<file path="config.mk">
export PLATFORM = sky130hd
export DESIGN_NAME = mbr_drive_regs
export DESIGN_NICKNAME = d
export VERILOG_FILES = /design/src/shared/mbr_pkg.sv /design/src/verilog/mbr_record_mem.sv /design/src/verilog/mbr_drive_regs.sv
export SDC_FILE = /design/constraint.sdc
export NUM_CORES = 2
export LEC_CHECK = 0
export ABC_AREA = 1
export BUFFER_PORTS_ARGS = -buffer_cell sky130_fd_sc_hd__buf_2
export CAP_MARGIN = 0
export CORE_AREA = 10 10 638 640
export DETAILED_ROUTE_END_ITERATION = 10
export DIE_AREA = 0 0 648 650
export PLACE_DENSITY_LB_ADDON = 0.05
export SYNTH_ARGS = -nofsm -noshare
export SYNTH_HDL_FRONTEND = slang
export SYNTH_SLANG_ARGS = --single-unit
</file>
<file path="constraint.sdc">
create_clock -name clk_i -period 7.85 [get_ports clk_i]
set_input_delay 1.9625 -clock clk_i [delete_from_list [all_inputs] [get_ports clk_i]]
set_output_delay 1.9625 -clock clk_i [all_outputs]
set_load 0.02 [all_outputs]
</file>
<file path="src/shared/mbr_pkg.sv">
/*
  Shared definitions for the drive's serial-port register access block:
  function codes, register offsets, fault record layout, setpoint limits,
  exception codes and the request/response carriers.
  Assumes framing, CRC and station matching are done upstream.
*/
package mbr_pkg;

  // ****************************************************************
  // Function codes and exception codes
  // ****************************************************************
  localparam logic [7:0] FN_READ_HOLD = 8'h03;
  localparam logic [7:0] FN_FORCE_COILS = 8'h0f;
  localparam logic [7:0] FN_PRESET_REGS = 8'h10;
  localparam logic [7:0] EXC_ILL_FUNC = 8'h01;
  localparam logic [7:0] EXC_ILL_ADDR = 8'h02;
  localparam logic [7:0] EXC_ILL_DATA = 8'h03;

  // ****************************************************************
  // Coil write of the sequence command words
  // ****************************************************************
  localparam logic [15:0] SEQ1_ADDR = 16'h0000;
  localparam logic [15:0] SEQ2_ADDR = 16'h0020;
  localparam logic [15:0] SEQ_QTY = 16'h0020;
  localparam logic [7:0] SEQ_NBYTES = 8'h04;

  // ****************************************************************
  // Setpoint registers, two 16-bit registers each
  // ****************************************************************
  localparam logic [15:0] FREQ_SPEED_OFS = 16'h0000;
  localparam logic [15:0] TORQUE_OFS = 16'h0002;
  localparam logic [15:0] TORQUE_BIAS_OFS = 16'h0004;
  localparam logic [15:0] DRV_LIM_OFS = 16'h0006;
  localparam logic [15:0] REGEN_LIM_OFS = 16'h0008;
  localparam logic [15:0] SP_QTY = 16'h0002;
  localparam logic [7:0] SP_NBYTES = 8'h04;
  localparam int SP_COUNT = 5;
  localparam logic signed [31:0] SP_RESET = 32'sh0000_0000;
  localparam logic signed [31:0] TORQUE_MAX = 32'sd3000;
  localparam logic signed [31:0] TORQUE_MIN = -32'sd3000;
  localparam logic signed [31:0] LIM_MAX = 32'sd1000;
  localparam logic signed [31:0] LIM_MIN = 32'sd0;

  // ****************************************************************
  // Fault history blocks and record layout
  // ****************************************************************
  localparam logic [15:0] FLT_BASE = 16'h0063;
  localparam logic [15:0] FLT_STRIDE = 16'h0010;
  localparam logic [15:0] FLT_QTY = 16'h0010;
  localparam int FLT_BLOCKS = 8;
  localparam int FLT_ITEMS = 8;
  localparam logic [2:0] IT_PRIMARY = 3'h0;
  localparam logic [2:0] IT_SECONDARY = 3'h1;
  localparam logic [2:0] IT_FREQ = 3'h2;
  localparam logic [2:0] IT_CURRENT = 3'h3;
  localparam logic [2:0] IT_DC_VOLT = 3'h4;
  localparam logic [2:0] IT_HW_FAULT = 3'h5;
  localparam logic [2:0] IT_POWER_HOURS = 3'h6;
  localparam logic [2:0] IT_RUN_HOURS = 3'h7;
  localparam logic [31:0] HW_FAULT_MASK = 32'h0000_00ff;

  typedef struct packed {
    logic valid;
    logic [7:0] func;
    logic [15:0] addr;
    logic [15:0] qty;
    logic [7:0] nbytes;
    logic [31:0] data;
  } mbr_req_t;

  typedef struct packed {
    logic valid;
    logic exc;
    logic [7:0] code;
    logic [31:0] data;
    logic last;
  } mbr_rsp_t;

  typedef struct packed {
    logic we;
    logic [2:0] block;
    logic [2:0] item;
    logic [31:0] data;
  } mbr_flt_wr_t;

endpackage

</file>
<file path="src/verilog/mbr_record_mem.sv">
/*
  Fault history storage: one write port, one read port, registered read data.
  Assumes the caller keeps addresses in range.
*/
`timescale 1ns/1ps
module mbr_record_mem #(
  parameter int DW = 32,
  parameter int AW = 6
) (
  input wire logic clk_i, // Clock.
  input wire logic we_i, // Write enable.
  input wire logic [AW-1:0] wr_addr_i, // Write address.
  input wire logic [DW-1:0] wr_data_i, // Write data.
  input wire logic [AW-1:0] rd_addr_i, // Read address.
  output logic [DW-1:0] rd_data_o // Read data, one cycle late.
);

  logic [DW-1:0] mem_reg [0:(1<<AW)-1];

  always_ff @(posedge clk_i) begin
    if (we_i) begin
      mem_reg[wr_addr_i] <= wr_data_i;
    end
  end

  always_ff @(posedge clk_i) begin
    rd_data_o <= mem_reg[rd_addr_i];
  end

endmodule // mbr_record_mem

</file>
<file path="src/verilog/mbr_drive_regs.sv">
/*
  Request interpreter for the drive's serial register access: coil writes of
  the sequence command words, setpoint writes and reads, fault record reads.
  Assumes requests arrive decoded with CRC checked, and that fault records
  are filled by the drive's protection logic over the capture port.
*/
// Overview of operation
// - Fault block read returns exactly 32 bytes.
// - Record is eight 4-byte items in fixed order.
// - Frequency, current, voltage items keep their scaling.
// - Hardware fault item holds 8 bits only.
// - Coil write: qty 0020h, 4 bytes, start 0000h/0020h.
// - Whole 32-bit sequence word applied at once.
// - Setpoint write: two registers, byte count 04h.
// - 0000h frequency/speed, bounded by maximum parameter.
// - Torque and bias signed, within plus/minus 300.0%.
// - Limiter reductions within 0.0 to 100.0%.
// - Unit selector 0 means 0.01 Hz / 0.1 rpm.
`timescale 1ns/1ps
module mbr_drive_regs import mbr_pkg::*; #(
  parameter int DW = 32
) (
  input wire logic clk_i, // Clock, 125 MHz.
  input wire logic rst_i, // Synchronous reset, active high.
  input wire mbr_req_t req_i, // Decoded request, valid for one cycle.
  input wire mbr_flt_wr_t flt_wr_i, // Fault record capture port.
  input wire logic vector_mode_i, // High in vector control.
  input wire logic [1:0] speed_unit_selector_i, // Setpoint unit selection.
  input wire logic signed [DW-1:0] max_frequency_param_i, // Frequency bound.
  input wire logic signed [DW-1:0] max_speed_param_i, // Speed bound.
  output mbr_rsp_t rsp_o, // Response word.
  output logic busy_o, // High while a fault record streams out.
  output logic [DW-1:0] seq_cmd1_o, // Sequence command word 1.
  output logic [DW-1:0] seq_cmd2_o, // Sequence command word 2.
  output logic [1:0] seq_load_o, // One-cycle load pulse per word.
  output logic [1:0] speed_unit_o, // Unit that the setpoint is held in.
  output logic signed [DW-1:0] freq_speed_setpoint_o, // Frequency or speed.
  output logic signed [DW-1:0] torque_setpoint_o, // Torque, 0.1%.
  output logic signed [DW-1:0] torque_bias_setpoint_o, // Torque bias, 0.1%.
  output logic signed [DW-1:0] drive_torque_limit_reduction_o, // 0.1%.
  output logic signed [DW-1:0] regen_torque_limit_reduction_o // 0.1%.
);

  // ****************************************************************
  // Helpers
  // ****************************************************************
  function automatic logic in_range(input logic signed [DW-1:0] v, lo, hi);
    in_range = (v >= lo) && (v <= hi);
  endfunction
  // Fault blocks sit at 0063h plus a multiple of 0010h.
  function automatic logic flt_hit(input logic [15:0] a);
    logic [15:0] d;
    d = a - FLT_BASE;
    flt_hit = (a >= FLT_BASE) && (d[3:0] == 4'h0) && (d[15:4] < 12'(FLT_BLOCKS));
  endfunction
  typedef enum {ACT_NONE, ACT_SEQ, ACT_SET, ACT_RDREG, ACT_RDFLT, ACT_EXC} mbr_act_t;
  typedef enum {ST_IDLE, ST_FLT} mbr_state_t;
  mbr_state_t state_reg;
  mbr_act_t act;
  logic [7:0] exc_code;
  logic sp_addr_ok;
  logic [2:0] sp_idx;
  logic [2:0] flt_blk;
  logic signed [DW-1:0] sp_reg [0:SP_COUNT-1];
  logic signed [DW-1:0] bound;
  logic value_ok;
  logic [2:0] cnt_reg, blk_reg;
  logic pend_reg, pend_last_reg, busy_reg;
  logic [DW-1:0] mem_rd;
  logic [DW-1:0] cap_data;
  logic [15:0] flt_ofs;
  assign sp_addr_ok = (req_i.addr <= REGEN_LIM_OFS) && !req_i.addr[0];
  assign sp_idx = req_i.addr[3:1];
  assign flt_ofs = req_i.addr - FLT_BASE;
  assign flt_blk = flt_ofs[6:4];
  // Bound follows control mode; both sides are in the selected unit.
  assign bound = vector_mode_i ? max_speed_param_i : max_frequency_param_i;
  always_comb begin
    value_ok = 1'b0;
    case (sp_idx)
      3'd0: value_ok = in_range(req_i.data, -bound, bound);
      3'd1, 3'd2: value_ok = in_range(req_i.data, TORQUE_MIN, TORQUE_MAX);
      default: value_ok = in_range(req_i.data, LIM_MIN, LIM_MAX);
    endcase
  end

  // ****************************************************************
  // Request decode
  // ****************************************************************
  always_comb begin
    act = ACT_NONE;
    exc_code = EXC_ILL_FUNC;
    if (!req_i.valid || busy_reg) begin
      act = ACT_NONE;
    end else if (req_i.func == FN_FORCE_COILS) begin
      if (req_i.addr != SEQ1_ADDR && req_i.addr != SEQ2_ADDR) begin
        act = ACT_EXC;
        exc_code = EXC_ILL_ADDR;
      end else if (req_i.qty != SEQ_QTY || req_i.nbytes != SEQ_NBYTES) begin
        act = ACT_EXC;
        exc_code = EXC_ILL_DATA;
      end else begin
        act = ACT_SEQ;
      end
    end else if (req_i.func == FN_PRESET_REGS) begin
      if (!sp_addr_ok) begin
        act = ACT_EXC;
        exc_code = EXC_ILL_ADDR;
      end else if (req_i.qty != SP_QTY || req_i.nbytes != SP_NBYTES || !value_ok) begin
        act = ACT_EXC;
        exc_code = EXC_ILL_DATA;
      end else begin
        act = ACT_SET;
      end
    end else if (req_i.func == FN_READ_HOLD) begin
      if (sp_addr_ok && req_i.qty == SP_QTY) begin
        act = ACT_RDREG;
      end else if (flt_hit(req_i.addr) && req_i.qty == FLT_QTY) begin
        act = ACT_RDFLT;
      end else begin
        act = ACT_EXC;
        exc_code = EXC_ILL_ADDR;
      end
    end else begin
      act = ACT_EXC;
    end
  end

  // ****************************************************************
  // Sequence command words
  // ****************************************************************
  // The full word is taken from one request, so no half-updated word is ever seen.
  always_ff @(posedge clk_i) begin
    if (rst_i) begin
      seq_cmd1_o <= '0;
      seq_cmd2_o <= '0;
      seq_load_o <= 2'b00;
    end else begin
      seq_load_o <= 2'b00;
      if (act == ACT_SEQ && req_i.addr == SEQ1_ADDR) begin
        seq_cmd1_o <= req_i.data;
        seq_load_o <= 2'b01;
      end
      if (act == ACT_SEQ && req_i.addr == SEQ2_ADDR) begin
        seq_cmd2_o <= req_i.data;
        seq_load_o <= 2'b10;
      end
    end
  end

  // ****************************************************************
  // Setpoints
  // ****************************************************************
  always_ff @(posedge clk_i) begin
    if (rst_i) begin
      for (int i = 0; i < SP_COUNT; i++) begin
        sp_reg[i] <= SP_RESET;
      end
      speed_unit_o <= 2'b00;
    end else if (act == ACT_SET) begin
      sp_reg[sp_idx] <= req_i.data;
      if (sp_idx == 3'd0) begin
        speed_unit_o <= speed_unit_selector_i;
      end
    end
  end

  assign freq_speed_setpoint_o = sp_reg[0];
  assign torque_setpoint_o = sp_reg[1];
  assign torque_bias_setpoint_o = sp_reg[2];
  assign drive_torque_limit_reduction_o = sp_reg[3];
  assign regen_torque_limit_reduction_o = sp_reg[4];

  // ****************************************************************
  // Fault record store and streaming
  // ****************************************************************
  // Capture narrows the hardware fault item so reads never show stray bits.
  assign cap_data = (flt_wr_i.item == IT_HW_FAULT) ? (flt_wr_i.data & HW_FAULT_MASK)
                                                    : flt_wr_i.data;
  mbr_record_mem #(.DW(DW), .AW(6)) u_mem (
    .clk_i(clk_i),
    .we_i(flt_wr_i.we),
    .wr_addr_i({flt_wr_i.block, flt_wr_i.item}),
    .wr_data_i(cap_data),
    .rd_addr_i({blk_reg, cnt_reg}),
    .rd_data_o(mem_rd)
  );
  always_ff @(posedge clk_i) begin
    if (rst_i) begin
      state_reg <= ST_IDLE;
      cnt_reg <= 3'd0;
      blk_reg <= 3'd0;
      pend_reg <= 1'b0;
      pend_last_reg <= 1'b0;
    end else begin
      pend_reg <= (state_reg == ST_FLT);
      pend_last_reg <= (state_reg == ST_FLT) && (cnt_reg == 3'(FLT_ITEMS - 1));
      case (state_reg)
        ST_IDLE: begin
          if (act == ACT_RDFLT) begin
            state_reg <= ST_FLT;
            blk_reg <= flt_blk;
            cnt_reg <= 3'd0;
          end
        end
        ST_FLT: begin
          cnt_reg <= cnt_reg + 3'd1;
          if (cnt_reg == 3'(FLT_ITEMS - 1)) begin
            state_reg <= ST_IDLE;
          end
        end
        default: state_reg <= ST_IDLE;
      endcase
    end
  end
  // Busy covers the whole burst so single answers cannot interleave with it.
  always_ff @(posedge clk_i) begin
    if (rst_i) begin
      busy_reg <= 1'b0;
    end else if (act == ACT_RDFLT) begin
      busy_reg <= 1'b1;
    end else if (pend_last_reg) begin
      busy_reg <= 1'b0;
    end
  end
  assign busy_o = busy_reg;

  // ****************************************************************
  // Response
  // ****************************************************************
  always_ff @(posedge clk_i) begin
    if (rst_i) begin
      rsp_o <= '0;
    end else begin
      rsp_o <= '0;
      if (pend_reg) begin
        rsp_o.valid <= 1'b1;
        rsp_o.data <= mem_rd;
        rsp_o.last <= pend_last_reg;
      end else if (act == ACT_EXC) begin
        rsp_o.valid <= 1'b1;
        rsp_o.exc <= 1'b1;
        rsp_o.code <= exc_code;
        rsp_o.last <= 1'b1;
      end else if (act == ACT_RDREG) begin
        rsp_o.valid <= 1'b1;
        rsp_o.data <= sp_reg[sp_idx];
        rsp_o.last <= 1'b1;
      end else if (act == ACT_SEQ || act == ACT_SET) begin
        rsp_o.valid <= 1'b1;
        rsp_o.last <= 1'b1;
      end
    end
  end
endmodule // mbr_drive_regs

</file>
==> report_table.html <==
<table>
<tr><th>Metric</th><th>Value</th></tr>
<tr><th colspan="2">Placement</th></tr>
<tr><td>HPWL Detailed</td><td>about 240000 µm</td></tr>
<tr><td>Final weighted congestion in routability-driven placement</td><td>approximately 0.81</td></tr>
<tr><td>Port-buffer cells</td><td>between 400 and 500</td></tr>
<tr><td>Worst slack at placement</td><td>0.146 ns</td></tr>
<tr><th colspan="2">Pwr</th></tr>
<tr><td>Leakage</td><td>about 40 nW</td></tr>
<tr><td>Psw</td><td>between 6 and 7 mW</td></tr>
<tr><td>Pwr per Cell Area</td><td>between 200 and 250 mW/mm²</td></tr>
<tr><td>Power Total</td><td>29.1 mW</td></tr>
<tr><td>Switching fraction of total power</td><td>0.227</td></tr>
<tr><td>Logic pwr share</td><td>0.036</td></tr>
<tr><td>Peak supply drop</td><td>around 0.15 mV</td></tr>
<tr><td>Clock share of power</td><td>0.464</td></tr>
<tr><td>Internal power contribution</td><td>22.5 mW</td></tr>
<tr><td>Power share of the sequential group</td><td>0.501</td></tr>
<tr><th colspan="2">Logic synthesis</th></tr>
<tr><td>Number of synthesized flops with an enable pin</td><td>roughly 2.3k</td></tr>
<tr><td>Sequential area share after synthesis</td><td>0.734</td></tr>
<tr><td>Combined area of all synthesized cells</td><td>around 0.1 mm²</td></tr>
<tr><td>Portion of synthesized cell area occupied by the leading cell type</td><td>0.704</td></tr>
<tr><td>#FFs+latches synth</td><td>2451</td></tr>
<tr><td>Number of cells produced by synthesis</td><td>between 7k and 8k</td></tr>
<tr><td>Synthesized area divided by synthesized cell count</td><td>12.3 µm²</td></tr>
<tr><td>Most instantiated flip-flop cell in the synthesis netlist</td><td>sky130_fd_sc_hd__edfxtp_1</td></tr>
<tr><td>Post-synthesis cell type count</td><td>54</td></tr>
<tr><td>Fraction of synthesis flops using an asynchronous set or reset pin</td><td>0</td></tr>
<tr><td>Dominant cell type by area after synthesis</td><td>sky130_fd_sc_hd__edfxtp_1</td></tr>
<tr><td>Top area cells in the synthesized netlist</td><td>sky130_fd_sc_hd__edfxtp_1, sky130_fd_sc_hd__o21ai_0, sky130_fd_sc_hd__nor2_1, sky130_fd_sc_hd__o22ai_1, sky130_fd_sc_hd__dfxtp_1</td></tr>
<tr><td>Synth warnings</td><td>0</td></tr>
<tr><th colspan="2">STA</th></tr>
<tr><td>Number of max-slew violations in the final report</td><td>0</td></tr>
<tr><td>Final critical-path share of the clock period</td><td>0.858</td></tr>
<tr><td>Shortest clock period the worst path allows after layout</td><td>around 6.7 ns</td></tr>
<tr><td>Post-layout worst setup margin</td><td>1.12 ns</td></tr>
<tr><td>Final Hold Fails</td><td>0</td></tr>
<tr><td>Pin slew with the least headroom to its limit</td><td>1.37 ns</td></tr>
<tr><td>Final Skew</td><td>0.0493 ns</td></tr>
<tr><td>Fmax</td><td>0.149 GHz</td></tr>
<tr><td>Worst relative slew slack</td><td>0.0764</td></tr>
<tr><td>Fin Setup TNS</td><td>0 ns</td></tr>
<tr><td>Setup repair after global routing missed its margin</td><td>false</td></tr>
<tr><td>Setup Viol. Count Final</td><td>0</td></tr>
<tr><th colspan="2">Cells and area</th></tr>
<tr><td>Share of final-layout standard cells stronger than drive strength 1</td><td>0.141</td></tr>
<tr><td>Most common cell after layout, fill and taps aside</td><td>sky130_fd_sc_hd__edfxtp_1</td></tr>
<tr><td>Largest register FFs</td><td>~2.0k</td></tr>
<tr><td>Register area</td><td>0.0722 mm²</td></tr>
<tr><td>Number of nets in the layout</td><td>about 8.8k</td></tr>
<tr><td>Count of fill cells added during filler insertion</td><td>~40k</td></tr>
<tr><td>Most frequent cells in the layout</td><td>sky130_fd_sc_hd__edfxtp_1, sky130_fd_sc_hd__nor2_1, sky130_fd_sc_hd__o21ai_0</td></tr>
<tr><td>Synthesis-to-layout area growth</td><td>19.8%</td></tr>
<tr><td>Footprint of the multi-input gates</td><td>approximately 0.024 mm²</td></tr>
<tr><th colspan="2">Clocking</th></tr>
<tr><td>CTS buffer count</td><td>304</td></tr>
<tr><td>Number of sinks on the clock net</td><td>2451</td></tr>
<tr><td>Clock slew at the register clock pins of the worst setup and hold paths</td><td>0.06 ns</td></tr>
<tr><td>TritonCTS clock tree</td><td>yes</td></tr>
<tr><td>Root Driver</td><td>sky130_fd_sc_hd__clkbuf_16</td></tr>
<tr><td>Hold buffers post-CTS</td><td>0</td></tr>
<tr><td>Deepest clock path buffer count</td><td>4</td></tr>
<tr><td>Number of setup buffers added after CTS</td><td>0</td></tr>
<tr><td>Insertion delay of the later-clocked pin in the worst-skew pair</td><td>between 0.9 and 1 ns</td></tr>
<tr><td>Resize count post-CTS</td><td>0</td></tr>
<tr><td># H-tree levels</td><td>5</td></tr>
<tr><th colspan="2">Setup path</th></tr>
<tr><td>Top fanout value on the critical path</td><td>32</td></tr>
<tr><td>Critical path's slowest cell</td><td>sky130_fd_sc_hd__nor2_4</td></tr>
<tr><td>CP Capture Type</td><td>register</td></tr>
<tr><td>Element type at the critical path start</td><td>input port</td></tr>
<tr><td>Crit path buffers/inverters</td><td>4</td></tr>
<tr><td>Internal reg-to-reg setup slack</td><td>between 3 and 4 ns</td></tr>
<tr><td>Crit Path Class</td><td>in2reg</td></tr>
<tr><td>Worst path max stage delay</td><td>roughly 0.36 ns</td></tr>
<tr><td>Gate family responsible for the most delay along the worst path</td><td>simple AND/OR/NAND/NOR gates</td></tr>
<tr><td>Data arrival time of the worst path</td><td>~7.3 ns</td></tr>
<tr><td>Required time of the critical path</td><td>roughly 8.4 ns</td></tr>
<tr><td>Library cell appearing most often on the critical path</td><td>sky130_fd_sc_hd__nand2_1</td></tr>
<tr><th colspan="2">Detailed routing</th></tr>
<tr><td>DR pass1 iterations</td><td>6</td></tr>
<tr><td>Remaining DRCs</td><td>0</td></tr>
<tr><td>Drt first-iter violations</td><td>5418</td></tr>
<tr><td>Via/cell ratio</td><td>approximately 4.8</td></tr>
<tr><td>Count of vias placed by the detailed router</td><td>slightly below 70k</td></tr>
<tr><td>Post-DRT Antenna Nets</td><td>0</td></tr>
<tr><td>DR WL/cell</td><td>between 20 and 30 µm</td></tr>
<tr><td>Total wirelength of the detailed-routed design</td><td>about 410000 µm</td></tr>
<tr><th colspan="2">Min path</th></tr>
<tr><td>Hold crit path type</td><td>reg2reg</td></tr>
<tr><th colspan="2">Die</th></tr>
<tr><td>Core Rows</td><td>roughly 230</td></tr>
<tr><td>Die X</td><td>approximately 650 µm</td></tr>
<tr><td>Floorplan die height</td><td>between 600 and 700 µm</td></tr>
<tr><td>IO Count</td><td>between 400 and 500</td></tr>
<tr><td>DIE AREA</td><td>0.421 mm²</td></tr>
<tr><td>Initial core utilization</td><td>0.249</td></tr>
<tr><td>CORE AREA</td><td>between 0.3 and 0.4 mm²</td></tr>
<tr><th colspan="2">Global route</th></tr>
<tr><td>Number of antenna violations at the first check in global routing</td><td>between 40 and 50</td></tr>
<tr><td>Overall overflow remaining after global route</td><td>0</td></tr>
<tr><td>Via count of the first global-routing pass</td><td>about 66k</td></tr>
<tr><td>Pin count of the biggest net entering global routing</td><td>around 140</td></tr>
<tr><td>GRT Util Overall</td><td>0.185</td></tr>
<tr><td>First-pass GRT wire length</td><td>560000 µm</td></tr>
<tr><th colspan="2">Job</th></tr>
<tr><td>Max Cap Viol</td><td>0</td></tr>
<tr><th colspan="2">Run status</th></tr>
<tr><td>Result of the run</td><td>complete, no violations</td></tr>
</table>
[stage by stage]
| stage | cells | utilization | hold slack [ns] | area (µm²) |
|---|---|---|---|---|
| floorplan | 8128 | - | 0.431 | 98800 |
| global placement | 13500 | 0.275 | 0.440 | 108000 |
| detailed placement | 13500 | 0.275 | 0.445 | 108000 |
| CTS | 14100 | 0.298 | 0.460 | 118000 |
| global route | 14100 | 0.298 | 0.493 | 118000 |
| finish | 14100 | 0.298 | 0.457 | 118000 |
[synth_stat cells (5+ instances only)]
cell,count
sky130_fd_sc_hd__nor2_1,1707
sky130_fd_sc_hd__o221ai_1,5
sky130_fd_sc_hd__xnor2_1,7
sky130_fd_sc_hd__o21ai_0,1396
sky130_fd_sc_hd__o32ai_1,32
sky130_fd_sc_hd__clkbuf_1,485
sky130_fd_sc_hd__buf_4,6
sky130_fd_sc_hd__nor2_2,9
sky130_fd_sc_hd__nor4_1,19
sky130_fd_sc_hd__mux2i_1,13
sky130_fd_sc_hd__a21oi_1,76
sky130_fd_sc_hd__nand4_1,33
sky130_fd_sc_hd__nand3_1,225
sky130_fd_sc_hd__inv_1,185
sky130_fd_sc_hd__o22ai_1,636
sky130_fd_sc_hd__buf_2,35
sky130_fd_sc_hd__edfxtp_1,2304
sky130_fd_sc_hd__ha_1,66
sky130_fd_sc_hd__a211oi_1,29
sky130_fd_sc_hd__nand2_1,444
sky130_fd_sc_hd__xor2_1,22
sky130_fd_sc_hd__dfxtp_1,147
sky130_fd_sc_hd__nor3_1,27
sky130_fd_sc_hd__o21a_1,5
sky130_fd_sc_hd__buf_1,18
[routing by layer]
metal / track usage / up-vias / part of all wire
met3: 0.0227 / 431 / 0.050
met5: 0 / - / 0.00016
met1: 0.264 / 34800 / 0.47
li1: - / 30400 / -
met4: 0.0411 / 14 / 0.023
met2: 0.302 / 1898 / 0.46
[path summary, 6_finish.rpt]
check,cells past startpoint,start,end
setup reg to reg,8,cnt_reg[0]$_SDFFE_PP0P_,u_mem.rd_data_o[4]$_DFF_P_
hold / removal,2,u_mem.rd_data_o[15]$_DFF_P_,rsp_o[16]$_SDFF_PP0_
setup / recovery,34,vector_mode_i,sp_reg[3][23]$_SDFFCE_PN0P_
hold reg to reg,2,u_mem.rd_data_o[15]$_DFF_P_,rsp_o[16]$_SDFF_PP0_
[logic make-up (layout without fill, tap and decap cells)]
family                   Yosys count  count (layout)  share of synthesized area
adder cells (fa/ha/maj)           66              66                    0.00841
XOR/XNOR                          29              29                    0.00259
AO/OA/AOI/OAI                   2196            2196                      0.123
buffers and inverters            738            1437                     0.0291
flip-flops                      2451            2451                      0.734
AND/OR/NAND/NOR                 2486            2486                      0.101
multiplexers                      16              16                    0.00183
other                              1             173                  0.0000382
[power by group through the flow]
stage	registers, mW	clock network, mW	logic, mW
floorplan	14.9	0	0.400
global placement	14.8	0	1.06
detailed placement	14.8	0	1.06
CTS	14.6	13.9	1.07
global route	14.6	14.4	1.14
finish	14.6	13.5	1.04
[area by class of cell]
cell class | instances | area share
Sequential cell | 2451 | 0.613
Timing Repair Buffer | 703 | 0.0380
Multi-Input combinational cell | 4939 | 0.207
Antenna cell | 27 | 0.000574
Tap cell | 5242 | 0.0557
Clock inverter | 136 | 0.00933
Clock buffer | 406 | 0.0701
Inverter | 192 | 0.00642
[worst reg2reg max path, stage by stage, from the launching register on]
cell                      delay [ns]
sky130_fd_sc_hd__dfxtp_4        0.76
sky130_fd_sc_hd__inv_8          0.48
sky130_fd_sc_hd__buf_12         0.53
sky130_fd_sc_hd__o21ai_0        0.44
sky130_fd_sc_hd__o22ai_1        0.10
sky130_fd_sc_hd__o21ai_0        0.24
sky130_fd_sc_hd__o32ai_2        0.26
sky130_fd_sc_hd__o21ai_0        1.14
sky130_fd_sc_hd__o22ai_1        0.34
Note: power is estimated with default switching activity, not from simulation.
